File: config.mk
export PLATFORM = sky130hd
export DESIGN_NAME = supply_limit_command_bank
export DESIGN_NICKNAME = d
export VERILOG_FILES = /design/src/include/supply_limit_pkg.sv /design/src/logic/supply_limit_command_bank.sv
export SDC_FILE = /design/constraint.sdc
export NUM_CORES = 2
export LEC_CHECK = 0
export BUFFER_PORTS_ARGS = -buffer_cell sky130_fd_sc_hd__buf_2
export CAP_MARGIN = 15
export CORE_UTILIZATION = 26
export CTS_CLUSTER_SIZE = 12
export DETAILED_ROUTE_END_ITERATION = 12
export SETUP_SLACK_MARGIN = 0.15
export SKIP_LAST_GASP = 1
export SYNTH_ARGS = -nofsm -noshare
export SYNTH_HDL_FRONTEND = slang
export SYNTH_SLANG_ARGS = --single-unit
File: constraint.sdc
create_clock -name i_clk -period 4.7 [get_ports i_clk]
set_clock_uncertainty 0.05 [all_clocks]
set_input_delay 0.705 -clock i_clk [delete_from_list [all_inputs] [get_ports i_clk]]
set_output_delay 0.705 -clock i_clk [all_outputs]
set_load 0.01 [all_outputs]
File: src/include/supply_limit_pkg.sv
package supply_limit_pkg;

   // Number of output channels behind the page selector
   localparam int CHANNELS = 2;
   // Paged and shared register counts
   localparam int PAGED_N = 17;
   localparam int SHARED_N = 7;

   // Page selector code, its reset value and the broadcast page
   localparam logic [7:0] CODE_PAGE = 8'h00;
   localparam logic [7:0] PAGE_RESET = 8'h00;
   localparam logic [7:0] PAGE_ALL = 8'hFF;

   // Per-channel codes, highest index first, index 0 last
   localparam logic [PAGED_N-1:0][7:0] PAGED_CODE = {
      8'h60, 8'h54, 8'h53, 8'h51, 8'h50, 8'h4F, 8'h4A, 8'h47, 8'h46,
      8'h45, 8'h44, 8'h43, 8'h42, 8'h41, 8'h40, 8'h38, 8'h27};
   // Per-channel reset values, same order
   localparam logic [PAGED_N-1:0][15:0] PAGED_RESET = {
      16'h8000, 16'h00B8, 16'hE580, 16'hEAA8, 16'h00B8, 16'hEB20, 16'hE230, 16'h0000, 16'hE2D0,
      16'h00B8, 16'h0E66, 16'h0ECD, 16'h1133, 16'h00B8, 16'h119A, 16'hAA8F, 16'hAA00};
   // High where the entry is a one-byte action register
   localparam logic [PAGED_N-1:0] PAGED_IS_BYTE = 17'h0_9288;

   // Shared codes, highest index first, index 0 last
   localparam logic [SHARED_N-1:0][7:0] SHARED_CODE = {
      8'h5D, 8'h58, 8'h56, 8'h55, 8'h36, 8'h35, 8'h33};
   localparam logic [SHARED_N-1:0][15:0] SHARED_RESET = {
      16'hD280, 16'hCB26, 16'h0080, 16'hD3E0, 16'hCB00, 16'hCB40, 16'hFB52};
   localparam logic [SHARED_N-1:0] SHARED_IS_BYTE = 7'h10;

   // Slot indices that the block's own logic reads
   localparam int SLOT_OV_FAULT = 2;
   localparam int SLOT_UV_FAULT = 6;
   localparam int SLOT_TURN_ON_DELAY = 16;
   localparam int SHARED_FREQ = 0;
   localparam int SHARED_START = 1;
   localparam int SHARED_STOP = 2;

   // Millisecond tick: time in ns and clock period in ns
   localparam int MS_NS = 1000000;
   localparam int CLK_NS = 10;
   localparam int MS_CYCLES = MS_NS / CLK_NS;

   // Whole block state, registered as one word
   typedef struct packed {
      logic [7:0] page;
      logic [CHANNELS-1:0][PAGED_N-1:0][15:0] paged;
      logic [SHARED_N-1:0][15:0] shared;
      logic [15:0] rdata;
      logic rvalid;
      logic fault;
      logic input_ok;
      logic [31:0] tick_cnt;
      logic [CHANNELS-1:0][15:0] delay_cnt;
      logic [CHANNELS-1:0] rail_on;
      logic [CHANNELS-1:0] en_meta;
      logic [CHANNELS-1:0] en_sync;
      logic [CHANNELS-1:0] ov_flag;
      logic [CHANNELS-1:0] uv_flag;
   } state_t;

endpackage : supply_limit_pkg

File: src/logic/supply_limit_command_bank.sv
// How it works
// - Paged slew rate word at 0x27, reset 0xAA00
// - Shared switching frequency word 0x33, reset 0xFB52
// - Start/stop input thresholds gate conversion with hysteresis
// - Paged current sense gain 0x38, reset 0xAA8F
// - Paged output overvoltage fault/warn limits 0x40/0x42
// - Paged overvoltage action byte 0x41, reset 0xB8
// - Paged undervoltage warn/fault limits 0x43/0x44
// - Paged undervoltage action byte 0x45, reset 0xB8
// - Paged overcurrent fault/warn limits 0x46/0x4A
// - Paged overcurrent action byte 0x47, reset 0x00
// - Paged hot fault/warn limits 0x4F/0x51
// - Paged hot action byte 0x50, reset 0xB8
// - Paged cold limit 0x53, action 0x54
// - Shared input overvoltage limit 0x55, action 0x56
// - Shared input undervoltage warn limit 0x58
// - Shared input overcurrent warn limit 0x5D
// - Turn-on delay in ms before rail on
// - Page byte 0x00 selects channel copy
// - Output voltage words are unsigned times 2^-12
// - Unsupported command code raises command fault
`timescale 1ns/10ps
module supply_limit_command_bank
   import supply_limit_pkg::*;
#(
   parameter int TICK_CYCLES = MS_CYCLES
) (
   input wire logic i_clk,
   input wire logic i_nrst,
   input wire logic i_cmd_req,
   input wire logic i_cmd_write,
   input wire logic [7:0] i_cmd_code,
   input wire logic [15:0] i_cmd_wdata,
   input wire logic [CHANNELS-1:0] i_enable,
   input wire logic [15:0] i_vin_linear,
   input wire logic [CHANNELS-1:0][15:0] i_vout_linear,
   output logic [15:0] o_rdata,
   output logic o_rvalid,
   output logic o_cmd_fault,
   output logic o_input_ok,
   output logic [CHANNELS-1:0] o_rail_on,
   output logic [CHANNELS-1:0] o_vout_ov_fault,
   output logic [CHANNELS-1:0] o_vout_uv_fault
);

   // Linear word to signed fixed point with 16 fraction bits
   // Limitation: large positive exponents overflow 32 bits, so keep limits in a sane range
   function automatic logic signed [31:0] linear_to_fixed(input logic [15:0] v);
      logic signed [31:0] mant;
      logic [4:0] sh;
      mant = {{21{v[10]}}, v[10:0]};
      // Exponent plus 16 in five bits is the exponent with its top bit flipped
      sh = {~v[15], v[14:11]};
      return mant <<< sh;
   endfunction : linear_to_fixed

   state_t st_reg; // Registered state
   state_t st_next; // Next state
   logic paged_hit; // Code names a per-channel register
   logic shared_hit; // Code names a shared register
   logic [4:0] paged_idx; // Matching per-channel slot
   logic [2:0] shared_idx; // Matching shared slot
   logic page_ok; // Page selector holds a legal value
   logic [0:0] rd_ch; // Channel used for reads
   logic code_hit; // Code is served by this bank
   logic signed [31:0] vin_fixed; // Input voltage, fixed point
   logic signed [31:0] start_fixed; // Start threshold, fixed point
   logic signed [31:0] stop_fixed; // Stop threshold, fixed point

   // Command decode against the code tables
   always_comb begin
      paged_hit = 1'b0;
      shared_hit = 1'b0;
      paged_idx = '0;
      shared_idx = '0;
      for (int k = 0; k < PAGED_N; k++) begin
         if (i_cmd_code == PAGED_CODE[k]) begin
            paged_hit = 1'b1;
            paged_idx = 5'(k);
         end
      end
      for (int k = 0; k < SHARED_N; k++) begin
         if (i_cmd_code == SHARED_CODE[k]) begin
            shared_hit = 1'b1;
            shared_idx = 3'(k);
         end
      end
   end

   // Broadcast page reads back channel 0
   assign page_ok = (st_reg.page < 8'(CHANNELS)) || (st_reg.page == PAGE_ALL);
   assign rd_ch = (st_reg.page == PAGE_ALL) ? 1'b0 : st_reg.page[0];
   assign code_hit = (i_cmd_code == CODE_PAGE) || shared_hit || (paged_hit && page_ok);
   assign vin_fixed = linear_to_fixed(i_vin_linear);
   assign start_fixed = linear_to_fixed(st_reg.shared[SHARED_START]);
   assign stop_fixed = linear_to_fixed(st_reg.shared[SHARED_STOP]);

   // Next-state logic: command port, thresholds, turn-on sequencing
   always_comb begin
      logic signed [31:0] dly_fixed;
      logic [15:0] dly_ms;
      logic tick;
      logic go;
      dly_fixed = '0;
      dly_ms = '0;
      tick = 1'b0;
      go = 1'b0;
      st_next = st_reg;
      st_next.rvalid = 1'b0;
      st_next.fault = 1'b0;

      // Enable pins pass two flops before use
      st_next.en_meta = i_enable;
      st_next.en_sync = st_reg.en_meta;

      if (i_cmd_req) begin
         // Any code outside the bank, or paged access with a bad page
         st_next.fault = !code_hit;
         if (i_cmd_write) begin
            if (i_cmd_code == CODE_PAGE) begin
               // Only real channels or broadcast are accepted
               if ((i_cmd_wdata[7:0] < 8'(CHANNELS)) || (i_cmd_wdata[7:0] == PAGE_ALL)) begin
                  st_next.page = i_cmd_wdata[7:0];
               end else begin
                  st_next.fault = 1'b1;
               end
            end else if (shared_hit) begin
               // Byte registers keep their upper half at zero
               st_next.shared[shared_idx] = SHARED_IS_BYTE[shared_idx] ?
                  {8'h00, i_cmd_wdata[7:0]} : i_cmd_wdata;
            end else if (paged_hit && page_ok) begin
               for (int c = 0; c < CHANNELS; c++) begin
                  if ((st_reg.page == PAGE_ALL) || (st_reg.page == 8'(c))) begin
                     st_next.paged[c][paged_idx] = PAGED_IS_BYTE[paged_idx] ?
                        {8'h00, i_cmd_wdata[7:0]} : i_cmd_wdata;
                  end
               end
            end
         end else begin
            // Reads answer one cycle later; unsupported codes read zero
            st_next.rvalid = 1'b1;
            if (i_cmd_code == CODE_PAGE) begin
               st_next.rdata = {8'h00, st_reg.page};
            end else if (shared_hit) begin
               st_next.rdata = st_reg.shared[shared_idx];
            end else if (paged_hit && page_ok) begin
               st_next.rdata = st_reg.paged[rd_ch][paged_idx];
            end else begin
               st_next.rdata = 16'h0000;
            end
         end
      end

      // Input window with hysteresis: on at start, off at stop
      if (vin_fixed >= start_fixed) begin
         st_next.input_ok = 1'b1;
      end else if (vin_fixed <= stop_fixed) begin
         st_next.input_ok = 1'b0;
      end

      // Free-running millisecond tick for the turn-on delay
      if (st_reg.tick_cnt >= 32'(TICK_CYCLES - 1)) begin
         st_next.tick_cnt = '0;
         tick = 1'b1;
      end else begin
         st_next.tick_cnt = st_reg.tick_cnt + 32'h0000_0001;
      end

      for (int c = 0; c < CHANNELS; c++) begin
         // Fraction of a ms is dropped; negative delay acts as zero
         dly_fixed = linear_to_fixed(st_reg.paged[c][SLOT_TURN_ON_DELAY]);
         dly_ms = dly_fixed[31] ? 16'h0000 : dly_fixed[31:16];
         go = st_reg.en_sync[c] && st_reg.input_ok;
         if (!go) begin
            st_next.rail_on[c] = 1'b0;
            st_next.delay_cnt[c] = '0;
         end else if (!st_reg.rail_on[c]) begin
            if (st_reg.delay_cnt[c] >= dly_ms) begin
               st_next.rail_on[c] = 1'b1;
            end else if (tick) begin
               st_next.delay_cnt[c] = st_reg.delay_cnt[c] + 16'h0001;
            end
         end
         // Output voltage words compare as plain unsigned counts
         st_next.ov_flag[c] = i_vout_linear[c] > st_reg.paged[c][SLOT_OV_FAULT];
         st_next.uv_flag[c] = i_vout_linear[c] < st_reg.paged[c][SLOT_UV_FAULT];
      end
   end

   // State register; reset loads every documented default
   always_ff @(posedge i_clk or negedge i_nrst) begin
      if (!i_nrst) begin
         st_reg.page <= PAGE_RESET;
         st_reg.paged <= {CHANNELS{PAGED_RESET}};
         st_reg.shared <= SHARED_RESET;
         st_reg.rdata <= '0;
         st_reg.rvalid <= 1'b0;
         st_reg.fault <= 1'b0;
         st_reg.input_ok <= 1'b0;
         st_reg.tick_cnt <= '0;
         st_reg.delay_cnt <= '0;
         st_reg.rail_on <= '0;
         st_reg.en_meta <= '0;
         st_reg.en_sync <= '0;
         st_reg.ov_flag <= '0;
         st_reg.uv_flag <= '0;
      end else begin
         st_reg <= st_next;
      end
   end

   // Outputs straight from the state register
   assign o_rdata = st_reg.rdata;
   assign o_rvalid = st_reg.rvalid;
   assign o_cmd_fault = st_reg.fault;
   assign o_input_ok = st_reg.input_ok;
   assign o_rail_on = st_reg.rail_on;
   assign o_vout_ov_fault = st_reg.ov_flag;
   assign o_vout_uv_fault = st_reg.uv_flag;

   // Every read answers on the next edge
   property p_read_answers;
      @(posedge i_clk) disable iff (!i_nrst)
      i_cmd_req && !i_cmd_write |=> o_rvalid;
   endproperty
   a_read_answers: assert property (p_read_answers) else $error("read not answered");

   // Unknown codes flag the command fault
   property p_bad_code_fault;
      @(posedge i_clk) disable iff (!i_nrst)
      i_cmd_req && !code_hit |=> o_cmd_fault;
   endproperty
   a_bad_code_fault: assert property (p_bad_code_fault) else $error("no fault on bad code");

   // Shared supported code never faults
   property p_shared_no_fault;
      @(posedge i_clk) disable iff (!i_nrst)
      i_cmd_req && shared_hit |=> !o_cmd_fault;
   endproperty
   a_shared_no_fault: assert property (p_shared_no_fault) else $error("fault on good code");

   // Legal page write lands in the selector
   property p_page_write;
      @(posedge i_clk) disable iff (!i_nrst)
      i_cmd_req && i_cmd_write && i_cmd_code == CODE_PAGE && i_cmd_wdata[7:0] == 8'h01
      |=> st_reg.page == 8'h01;
   endproperty
   a_page_write: assert property (p_page_write) else $error("page not taken");

   // Frequency read returns the stored word
   property p_freq_read;
      @(posedge i_clk) disable iff (!i_nrst)
      i_cmd_req && !i_cmd_write && i_cmd_code == SHARED_CODE[SHARED_FREQ] |=> o_rdata == $past(st_reg.shared[SHARED_FREQ]);
   endproperty
   a_freq_read: assert property (p_freq_read) else $error("frequency readback wrong");

   // Paged action bytes read with a zero upper half
   property p_byte_read;
      @(posedge i_clk) disable iff (!i_nrst)
      i_cmd_req && !i_cmd_write && paged_hit && page_ok && PAGED_IS_BYTE[paged_idx] |=> o_rdata[15:8] == 8'h00;
   endproperty
   a_byte_read: assert property (p_byte_read) else $error("action byte upper half set");

   // Without the synced enable the rail is off
   property p_rail_needs_enable;
      @(posedge i_clk) disable iff (!i_nrst)
      !st_reg.en_sync[0] |=> !o_rail_on[0];
   endproperty
   a_rail_needs_enable: assert property (p_rail_needs_enable) else $error("rail on while disabled");

   // Rail turns on only after enable and input were good
   property p_rail_rise_cause;
      @(posedge i_clk) disable iff (!i_nrst)
      $rose(o_rail_on[0]) |-> $past(st_reg.en_sync[0]) && $past(st_reg.input_ok);
   endproperty
   a_rail_rise_cause: assert property (p_rail_rise_cause) else $error("rail on without cause");

   // Input at or below the stop level halts conversion
   property p_input_stop;
      @(posedge i_clk) disable iff (!i_nrst)
      vin_fixed <= stop_fixed && vin_fixed < start_fixed |=> !o_input_ok;
   endproperty
   a_input_stop: assert property (p_input_stop) else $error("input window not closed");

   // Overvoltage compare follows the limit as unsigned
   property p_ov_compare;
      @(posedge i_clk) disable iff (!i_nrst)
      i_vout_linear[0] > st_reg.paged[0][SLOT_OV_FAULT] |=> o_vout_ov_fault[0];
   endproperty
   a_ov_compare: assert property (p_ov_compare) else $error("overvoltage not flagged");

   // A read answer never appears without a read the cycle before
   property p_rvalid_pulse;
      @(posedge i_clk) disable iff (!i_nrst)
      !(i_cmd_req && !i_cmd_write) |=> !o_rvalid;
   endproperty
   a_rvalid_pulse: assert property (p_rvalid_pulse) else $error("read answer without read");

   // The fault flag is a one-cycle pulse tied to a command
   property p_fault_pulse;
      @(posedge i_clk) disable iff (!i_nrst)
      !i_cmd_req |=> !o_cmd_fault;
   endproperty
   a_fault_pulse: assert property (p_fault_pulse) else $error("fault without command");

   // Out-of-range page is refused and the old page kept
   property p_bad_page;
      @(posedge i_clk) disable iff (!i_nrst)
      i_cmd_req && i_cmd_write && i_cmd_code == CODE_PAGE && i_cmd_wdata[7:0] >= 8'(CHANNELS) &&
      i_cmd_wdata[7:0] != PAGE_ALL |=> o_cmd_fault && st_reg.page == $past(st_reg.page);
   endproperty
   a_bad_page: assert property (p_bad_page) else $error("bad page accepted");

   // Shared word write lands in its slot whole
   property p_shared_write;
      @(posedge i_clk) disable iff (!i_nrst)
      i_cmd_req && i_cmd_write && shared_hit && !SHARED_IS_BYTE[shared_idx]
      |=> st_reg.shared[$past(shared_idx)] == $past(i_cmd_wdata);
   endproperty
   a_shared_write: assert property (p_shared_write) else $error("shared write lost");

   // Paged word write lands in the selected channel's copy
   property p_paged_write;
      @(posedge i_clk) disable iff (!i_nrst)
      i_cmd_req && i_cmd_write && paged_hit && page_ok && !PAGED_IS_BYTE[paged_idx]
      |=> st_reg.paged[$past(rd_ch)][$past(paged_idx)] == $past(i_cmd_wdata);
   endproperty
   a_paged_write: assert property (p_paged_write) else $error("paged write lost");

   // Unsupported codes read back as zero
   property p_bad_code_zero;
      @(posedge i_clk) disable iff (!i_nrst)
      i_cmd_req && !i_cmd_write && !code_hit |=> o_rdata == 16'h0000;
   endproperty
   a_bad_code_zero: assert property (p_bad_code_zero) else $error("bad code read not zero");

   // Input at or above the start level opens the window
   property p_input_start;
      @(posedge i_clk) disable iff (!i_nrst)
      vin_fixed >= start_fixed |=> o_input_ok;
   endproperty
   a_input_start: assert property (p_input_start) else $error("input window not opened");

   // Between the two levels the window keeps its state
   property p_input_hold;
      @(posedge i_clk) disable iff (!i_nrst)
      vin_fixed < start_fixed && vin_fixed > stop_fixed |=> o_input_ok == $past(o_input_ok);
   endproperty
   a_input_hold: assert property (p_input_hold) else $error("input window not held");

   // Losing the input window drops every rail
   property p_rail_input_loss;
      @(posedge i_clk) disable iff (!i_nrst)
      !st_reg.input_ok |=> o_rail_on == '0;
   endproperty
   a_rail_input_loss: assert property (p_rail_input_loss) else $error("rail on without input");

   // Undervoltage compare against the fault limit
   property p_uv_compare;
      @(posedge i_clk) disable iff (!i_nrst)
      i_vout_linear[0] < st_reg.paged[0][SLOT_UV_FAULT] |=> o_vout_uv_fault[0];
   endproperty
   a_uv_compare: assert property (p_uv_compare) else $error("undervoltage not flagged");

   // Delay counter counts up only on a millisecond tick
   property p_delay_on_tick;
      @(posedge i_clk) disable iff (!i_nrst)
      st_reg.tick_cnt < 32'(TICK_CYCLES - 1)
      |=> st_reg.delay_cnt[0] == $past(st_reg.delay_cnt[0]) || st_reg.delay_cnt[0] == 16'h0000;
   endproperty
   a_delay_on_tick: assert property (p_delay_on_tick) else $error("delay moved without tick");

   // Tick counter never passes its period
   property p_tick_bound;
      @(posedge i_clk) disable iff (!i_nrst)
      st_reg.tick_cnt < 32'(TICK_CYCLES);
   endproperty
   a_tick_bound: assert property (p_tick_bound) else $error("tick counter out of range");

endmodule : supply_limit_command_bank

* Word-level counts from Yosys, hierarchy flattened *
Memory sizes are Yosys's and may differ from the RTL's.
Index checks and enable logic that the tools add are counted.

word-level totals
  logic and storage cells = 235
  flip-flop bits (word level) = 757
  output and inout bits = 25
  ROM bits = 40
  memories = 2
  input port bits = 78

cells by class
  bitwise logic cells = 8
  magnitude comparators = 16
  reductions and logical operators = 22
  shift-type cells = 5
  add/subtract/negate cells = 3
  equal/unequal tests = 33
  multiplexer cells = 92

memory list
  memory            depth  width  rd ports  clocked after Yosys merged registers in  wr ports  RTL line                          source
  (name not given)  32     1      1         0                                        0         supply_limit_command_bank.sv:134  st_next.paged[c][paged_idx] = PAGED_IS_BYTE[paged_idx] ?
  (name not given)  8      1      1         0                                        0         supply_limit_command_bank.sv:129  st_next.shared[shared_idx] = SHARED_IS_BYTE[shared_idx] ?

operators by type and width
  cell                     count
  $bwmux W272              2
  $mux W272                2
  $mux W16                 17
  $sshl A11 B5 Y32         5
  $eq A8 B7 Y1 const B     19
  $bwmux W112              1
  $bmux W16 S5             1
  $demux W16 S5            1
  $mux W5                  15
  $bmux W16 S3             1
  $demux W16 S3            1
  $mux W1                  42
  $eq A8 B6 Y1 const B     5
  $add A16 B1 Y16 const B  2
  $add A32 B1 Y32 const B  1
  $ge A16 B15 Y1           2
  $ge A32 B17 Y1 const B   1
  $ge A32 B32 Y1           1
  $gt A16 B16 Y1           2
  $le A32 B32 Y1           1
  $lt A16 B16 Y1           2
  $mux W32                 1
  $mux W15                 2
  $eq A8 B8 Y1 const B     2
  20 further kinds         50

* Logic depth before layout (Yosys ltp) *
  depth after elaboration = 25
  mapped depth = 19
  depth with buffers taken out = 17

* Worst setup path after synthesis *
No wires, ideal clock.

  path type = register to register
  start point = register st_reg[744] in the netlist's numbering
  end point = register st_reg[37] in the netlist's numbering
  setup time = 0.078 ns
  slack = 0.434 ns
  buffers on the path = 1
  required time = 4.572 ns
  clock period less this slack = 4.266 ns
  cell stages (with the launch flop) = 16
  data arrival time = 4.138 ns
  path through = dfrtp_1 -> clkbuf_1 -> mux2_2 -> o21ai_0 -> o21a_1 -> mux2i_1 -> nor2_1 -> o311ai_0 -> ha_1 -> a21o_1 -> a2111oi_0 -> o21ai_0 -> nor2b_1 -> nand4_1 -> or4_1 -> a21oi_1

on the way
  word-level cells in the longest chain between the ends = 5

ends and longest elaborated chain
  item                         RTL line                          source
  start, declared              supply_limit_command_bank.sv:57   state_t st_reg;
  start signal, assigned       supply_limit_command_bank.sv:208  st_reg <= st_next;
  $sshl A11 B5 Y32             supply_limit_command_bank.sv:54   return mant <<< sh;
  $mux W15                     supply_limit_command_bank.sv:172  dly_ms = dly_fixed[31] ? 16'h0000 : dly_fixed[31:16];
  $ge A16 B15 Y1               supply_limit_command_bank.sv:178  if (st_reg.delay_cnt[c] >= dly_ms) begin
  $ne A2 B2 Y1 (no line)       -
  $reduce_and A3 Y1 (no line)  -

Every way passes these cells.
A chain may end at the register's enable or synchronous reset.

* Worst setup path in the final report *
  start point = input i_cmd_code[6]
  end point = register st_reg (netlist bit o_rdata[0])

on the way
  word-level cells in the longest chain between the ends = 22
  elaborated cells between the ends (all ways) = 79
  classes of those cells = eq/ne (24); mux (53); reduce/logical (2)

ends and longest elaborated chain
  item                                                                   RTL line                                                            source
  start, declared                                                        supply_limit_command_bank.sv:32                                     input wire logic [7:0] i_cmd_code,
  $eq A8 B6 Y1                                                           supply_limit_command_bank.sv:77                                     if (i_cmd_code == PAGED_CODE[k]) begin
  $mux W1                                                                supply_limit_command_bank.sv:77
  $mux W5 or $mux W1 (tied branches) (15 in a row)                       supply_limit_command_bank.sv:77
  $bmux W16 S5 or $mux W1 (tied branches)                                supply_limit_command_bank.sv:147, supply_limit_command_bank.sv:77
  $mux W16 (not written as such) or $logic_and A1 B1 Y1 (tied branches)  supply_limit_command_bank.sv:147, supply_limit_command_bank.sv:146
  $mux W16                                                               supply_limit_command_bank.sv:146                                    end else if (paged_hit && page_ok) begin
  $mux W16                                                               supply_limit_command_bank.sv:144                                    end else if (shared_hit) begin
  $mux W16 (*)                                                           supply_limit_command_bank.sv:142                                    if (i_cmd_code == CODE_PAGE) begin

Mark *: on every way between the ends. The rest lies on a longest branch, timed or not. The select of a mux whose other input is x is not followed.

==> impl_metrics.toml <==
[sta]
post-route-period-util_pct = 89.8
worstMarginPinSlew_ns = 1.11
min_period_ns = 4.22
timing.hold.ws_ns = 0.0556
finalMaxSlewViolations = 0
fmax_mhz = 237
rsz0062_at_grt = "true"
setup_viol = 0
slew_headroom_pct = 24.2
timing_hold_violations_final = 0
totalNegativeSetupSlack_ns = 0

[global_route]
grt_max_degree = 101
overflow = 0
grt_pass1_wl_um = 203000
grtUsageMet3_pct = 2.73
grt_usage_pct = 15.7
antenna_found_initial = 14
gr-usage-met2_pct = 24.1
grt_pass1_vias = 32900
grt.busiest_layer = "met2"
grt_use_met1_pct = 22.9

[floorplanning]
start_util_pct = 26.3
die_w_um = 406
core_area_um2 = 161000
dieArea_um2 = 165000
io_pins = 103
rows = 147
die_y_um = 406

[hold_path]
hold_class = "primary input to async pin"

[synth]
yosysSeqAreaShare_pct = 45.4
synth_cells = 4574
ys_types = 90
synth_enable_flop_cells = 0
yosys.area.top_type = "dfrtp_1"
netlist_area_um2 = 42400
synth_async_sr_flop_share_pct = 100
yosys_warnings = 0
synth_top_area_share_pct = 31.4
ys_top_cells_by_area = "dfrtp_1, dfstp_2, mux2_2"
avgSynthCellArea_um2 = 9.26
ys_ff_latch = 757
ys.flop_type = "dfrtp_1"

[routing]
finalWirelength_um = 131000
vias = 34000
drt_iter0_drc = 2995
viasPerCell = 5.01
drc = 0
ant_nets = 0
post_drt_wl_per_cell_um = 19.3
first_pass_iters = 6

[setup_path]
critPathRequiredTime_ns = 5.24
critPathSlowestCell = "a2111oi_0"
startpoint_type = "primary input"
path_class = "primary input to flip-flop"
arrival_ns = 4.76
worstSetupEndpointType = "flip-flop"
critPathMaxFanout = 33
crit_top_cell = "buf_4"
worstPathCellList = "buf_2 > or3b_4 > a2111oi_4 > or3_4 > inv_4 > buf_4 > nand3_1 > a21oi_1 > a2111oi_0 > o311ai_0 > buf_4 > o211ai_1"
cp_slowest_stage_delay_ns = 0.98
rrSetupSlack_ns = 0.52

[clock_tree]
clk_pin_slew_worst_paths_ns = 0.06
cts_buffers = 79
h-tree-depth = 3
ctsRootBufferMaster = "clkbuf_16"
cts_max_path_buffers = 3
postCtsHoldBufs = 0
cts.repair.resized = 0
cts_tree = "built"
post-cts-setup-buffers = 0
clock_sinks = 757
insertion_delay_ns = 0.67

[final_layout]
layout-drive-gt1-share_pct = 21.5
area_delta_synth_final_pct = 13.2
nFillCells = 16900
largest_reg_flops = 730
diodes = 0
final_net_count = 4803

[run_status]
status = "completed"

[power]
comb_power_share_pct = 7.9
p_clk_share_pct = 44.3
p_int_mw = 10.4
p_leak_nw = 20.3
switching_power_mw = 3.57
power.density_nw_per_um2 = 291
seqPwrFrac_pct = 47.8
swShare_pct = 25.6
ir_drop_mv = 0.276

[placed_design]
place_congestion = 0.893
portBuffers = 102
dp_hpwl_um = 91400

[run]
cap_viol_max_count = 0
==> synth_stat cells (28+ instances only) <==
library cell,n
nand4_1,33
o22ai_1,31
inv_1,100
nand2_1,940
dfstp_2,225
and2_1,68
mux2_2,360
nor2b_1,28
and3_1,31
dfrtp_1,532
nand2b_1,30
nor4_1,31
nor3_1,49
clkbuf_1,243
ha_1,163
buf_2,62
o21ai_0,421
a21oi_1,246
mux2i_1,131
nand3_1,214
nor2_1,166
==> power groups by stage <==
stage | Combinational, mW | Clock (mW) | Sequential, mW
5_1_grt | 1.22 | 6.61 | 6.69
3_5_place_dp | 1.11 | 0 | 6.79
4_1_cts | 1.11 | 6.33 | 6.68
3_3_place_gp | 1.09 | 0 | 6.79
2_1_floorplan | 0.619 | 0 | 6.76
6_report | 1.10 | 6.18 | 6.68
==> logic make-up (layout without fill, tap and decap cells) <==
logic type               after synthesis  count (layout)  synth area share, %
multiplexers                         495             495                 12.9
adder cells (fa/ha/maj)              163             163                 4.82
other                                  1              15              0.00885
flip-flops                           757             757                 45.4
XOR/XNOR                              32              32                0.662
AND/OR/NAND/NOR                     1679            1679                 17.8
AO/OA/AOI/OAI                        986             986                 14.0
buffers and inverters                461             501                 4.53
==> metrics by stage <==
stage                     setup WS [ns]  utilization [%]  cells  total power, mW  cell area [um2]
after CTS                         0.409             29.8   6788             14.1            47900
final                             0.479             29.8   6788             14.0            47900
after detailed placement        -0.0329             28.2   6641             7.90            45400
after floorplan                   0.434                -   4588             7.38            42400
after global placement           -0.219             28.2   6641             7.88            45400
after global routing              0.130             29.8   6788             14.5            47900
==> metal layers <==
layer | wire (um) | vias up
met2 | 58300 | 978
met1 | 61900 | 16800
met4 | 2730 | 8
li1 | - | 16000
met5 | 45 | -
met3 | 7820 | 152
==> path summary, 6_finish.rpt <==
path	startpoint	end	depth (start not counted)
max reg2reg	st_reg[746]	st_reg[37]	17
max	i_cmd_code[6]	o_rdata[0]	12
max in group asynchronous	i_nrst	st_reg[107]	2
min	i_nrst	st_reg[276]	1
min reg2reg	st_next[4]	st_reg[4]	0
min in group i_clk	i_enable[0]	st_next[4]	1
==> area by class of cell <==
type                            count  area, um2  area share [%]
Inverter                          106        400           0.835
Sequential cell                   757      19200            40.1
Clock buffer                      127       2250            4.69
Timing Repair Buffer              248       1800            3.76
Tap cell                         2160       2700            5.64
Multi-Input combinational cell   3370      21300            44.4
Clock inverter                     20        255           0.532
==> worst max-delay path, delay by kind of cell <==
family | cells | cell delay (ns)
AO/OA/AOI/OAI | 5 | 2.04
buffers and inverters | 4 | 1.07
AND/OR/NAND/NOR | 3 | 0.92
==> cell usage in the layout (no fill, tap or decap), types with 15 or more instances in the layout <==
cell type and count:
ha_1 163, mux2i_1 131, dfrtp_1 530, nor3_1 49
and3_1 31, nor4_1 29, nand4_1 33, conb_1 15
nand2b_1 30, nand3_1 214, a21o_1 26, clkbuf_1 39
o21ai_0 421, clkbuf_16 79, o211ai_1 18, buf_2 101
o22ai_1 31, inv_1 100, a21oi_1 244, nand2_1 940
a211oi_1 24, dfstp_2 225, mux2_2 360, nor2_1 166
nor2b_1 28, a2111oi_0 16, o21a_1 19, a221oi_1 20
buf_12 15, a31oi_1 27, xnor2_1 21, buf_4 131
or3_1 26, and2_1 67
No activity file was read; power rests on OpenSTA's default activity.
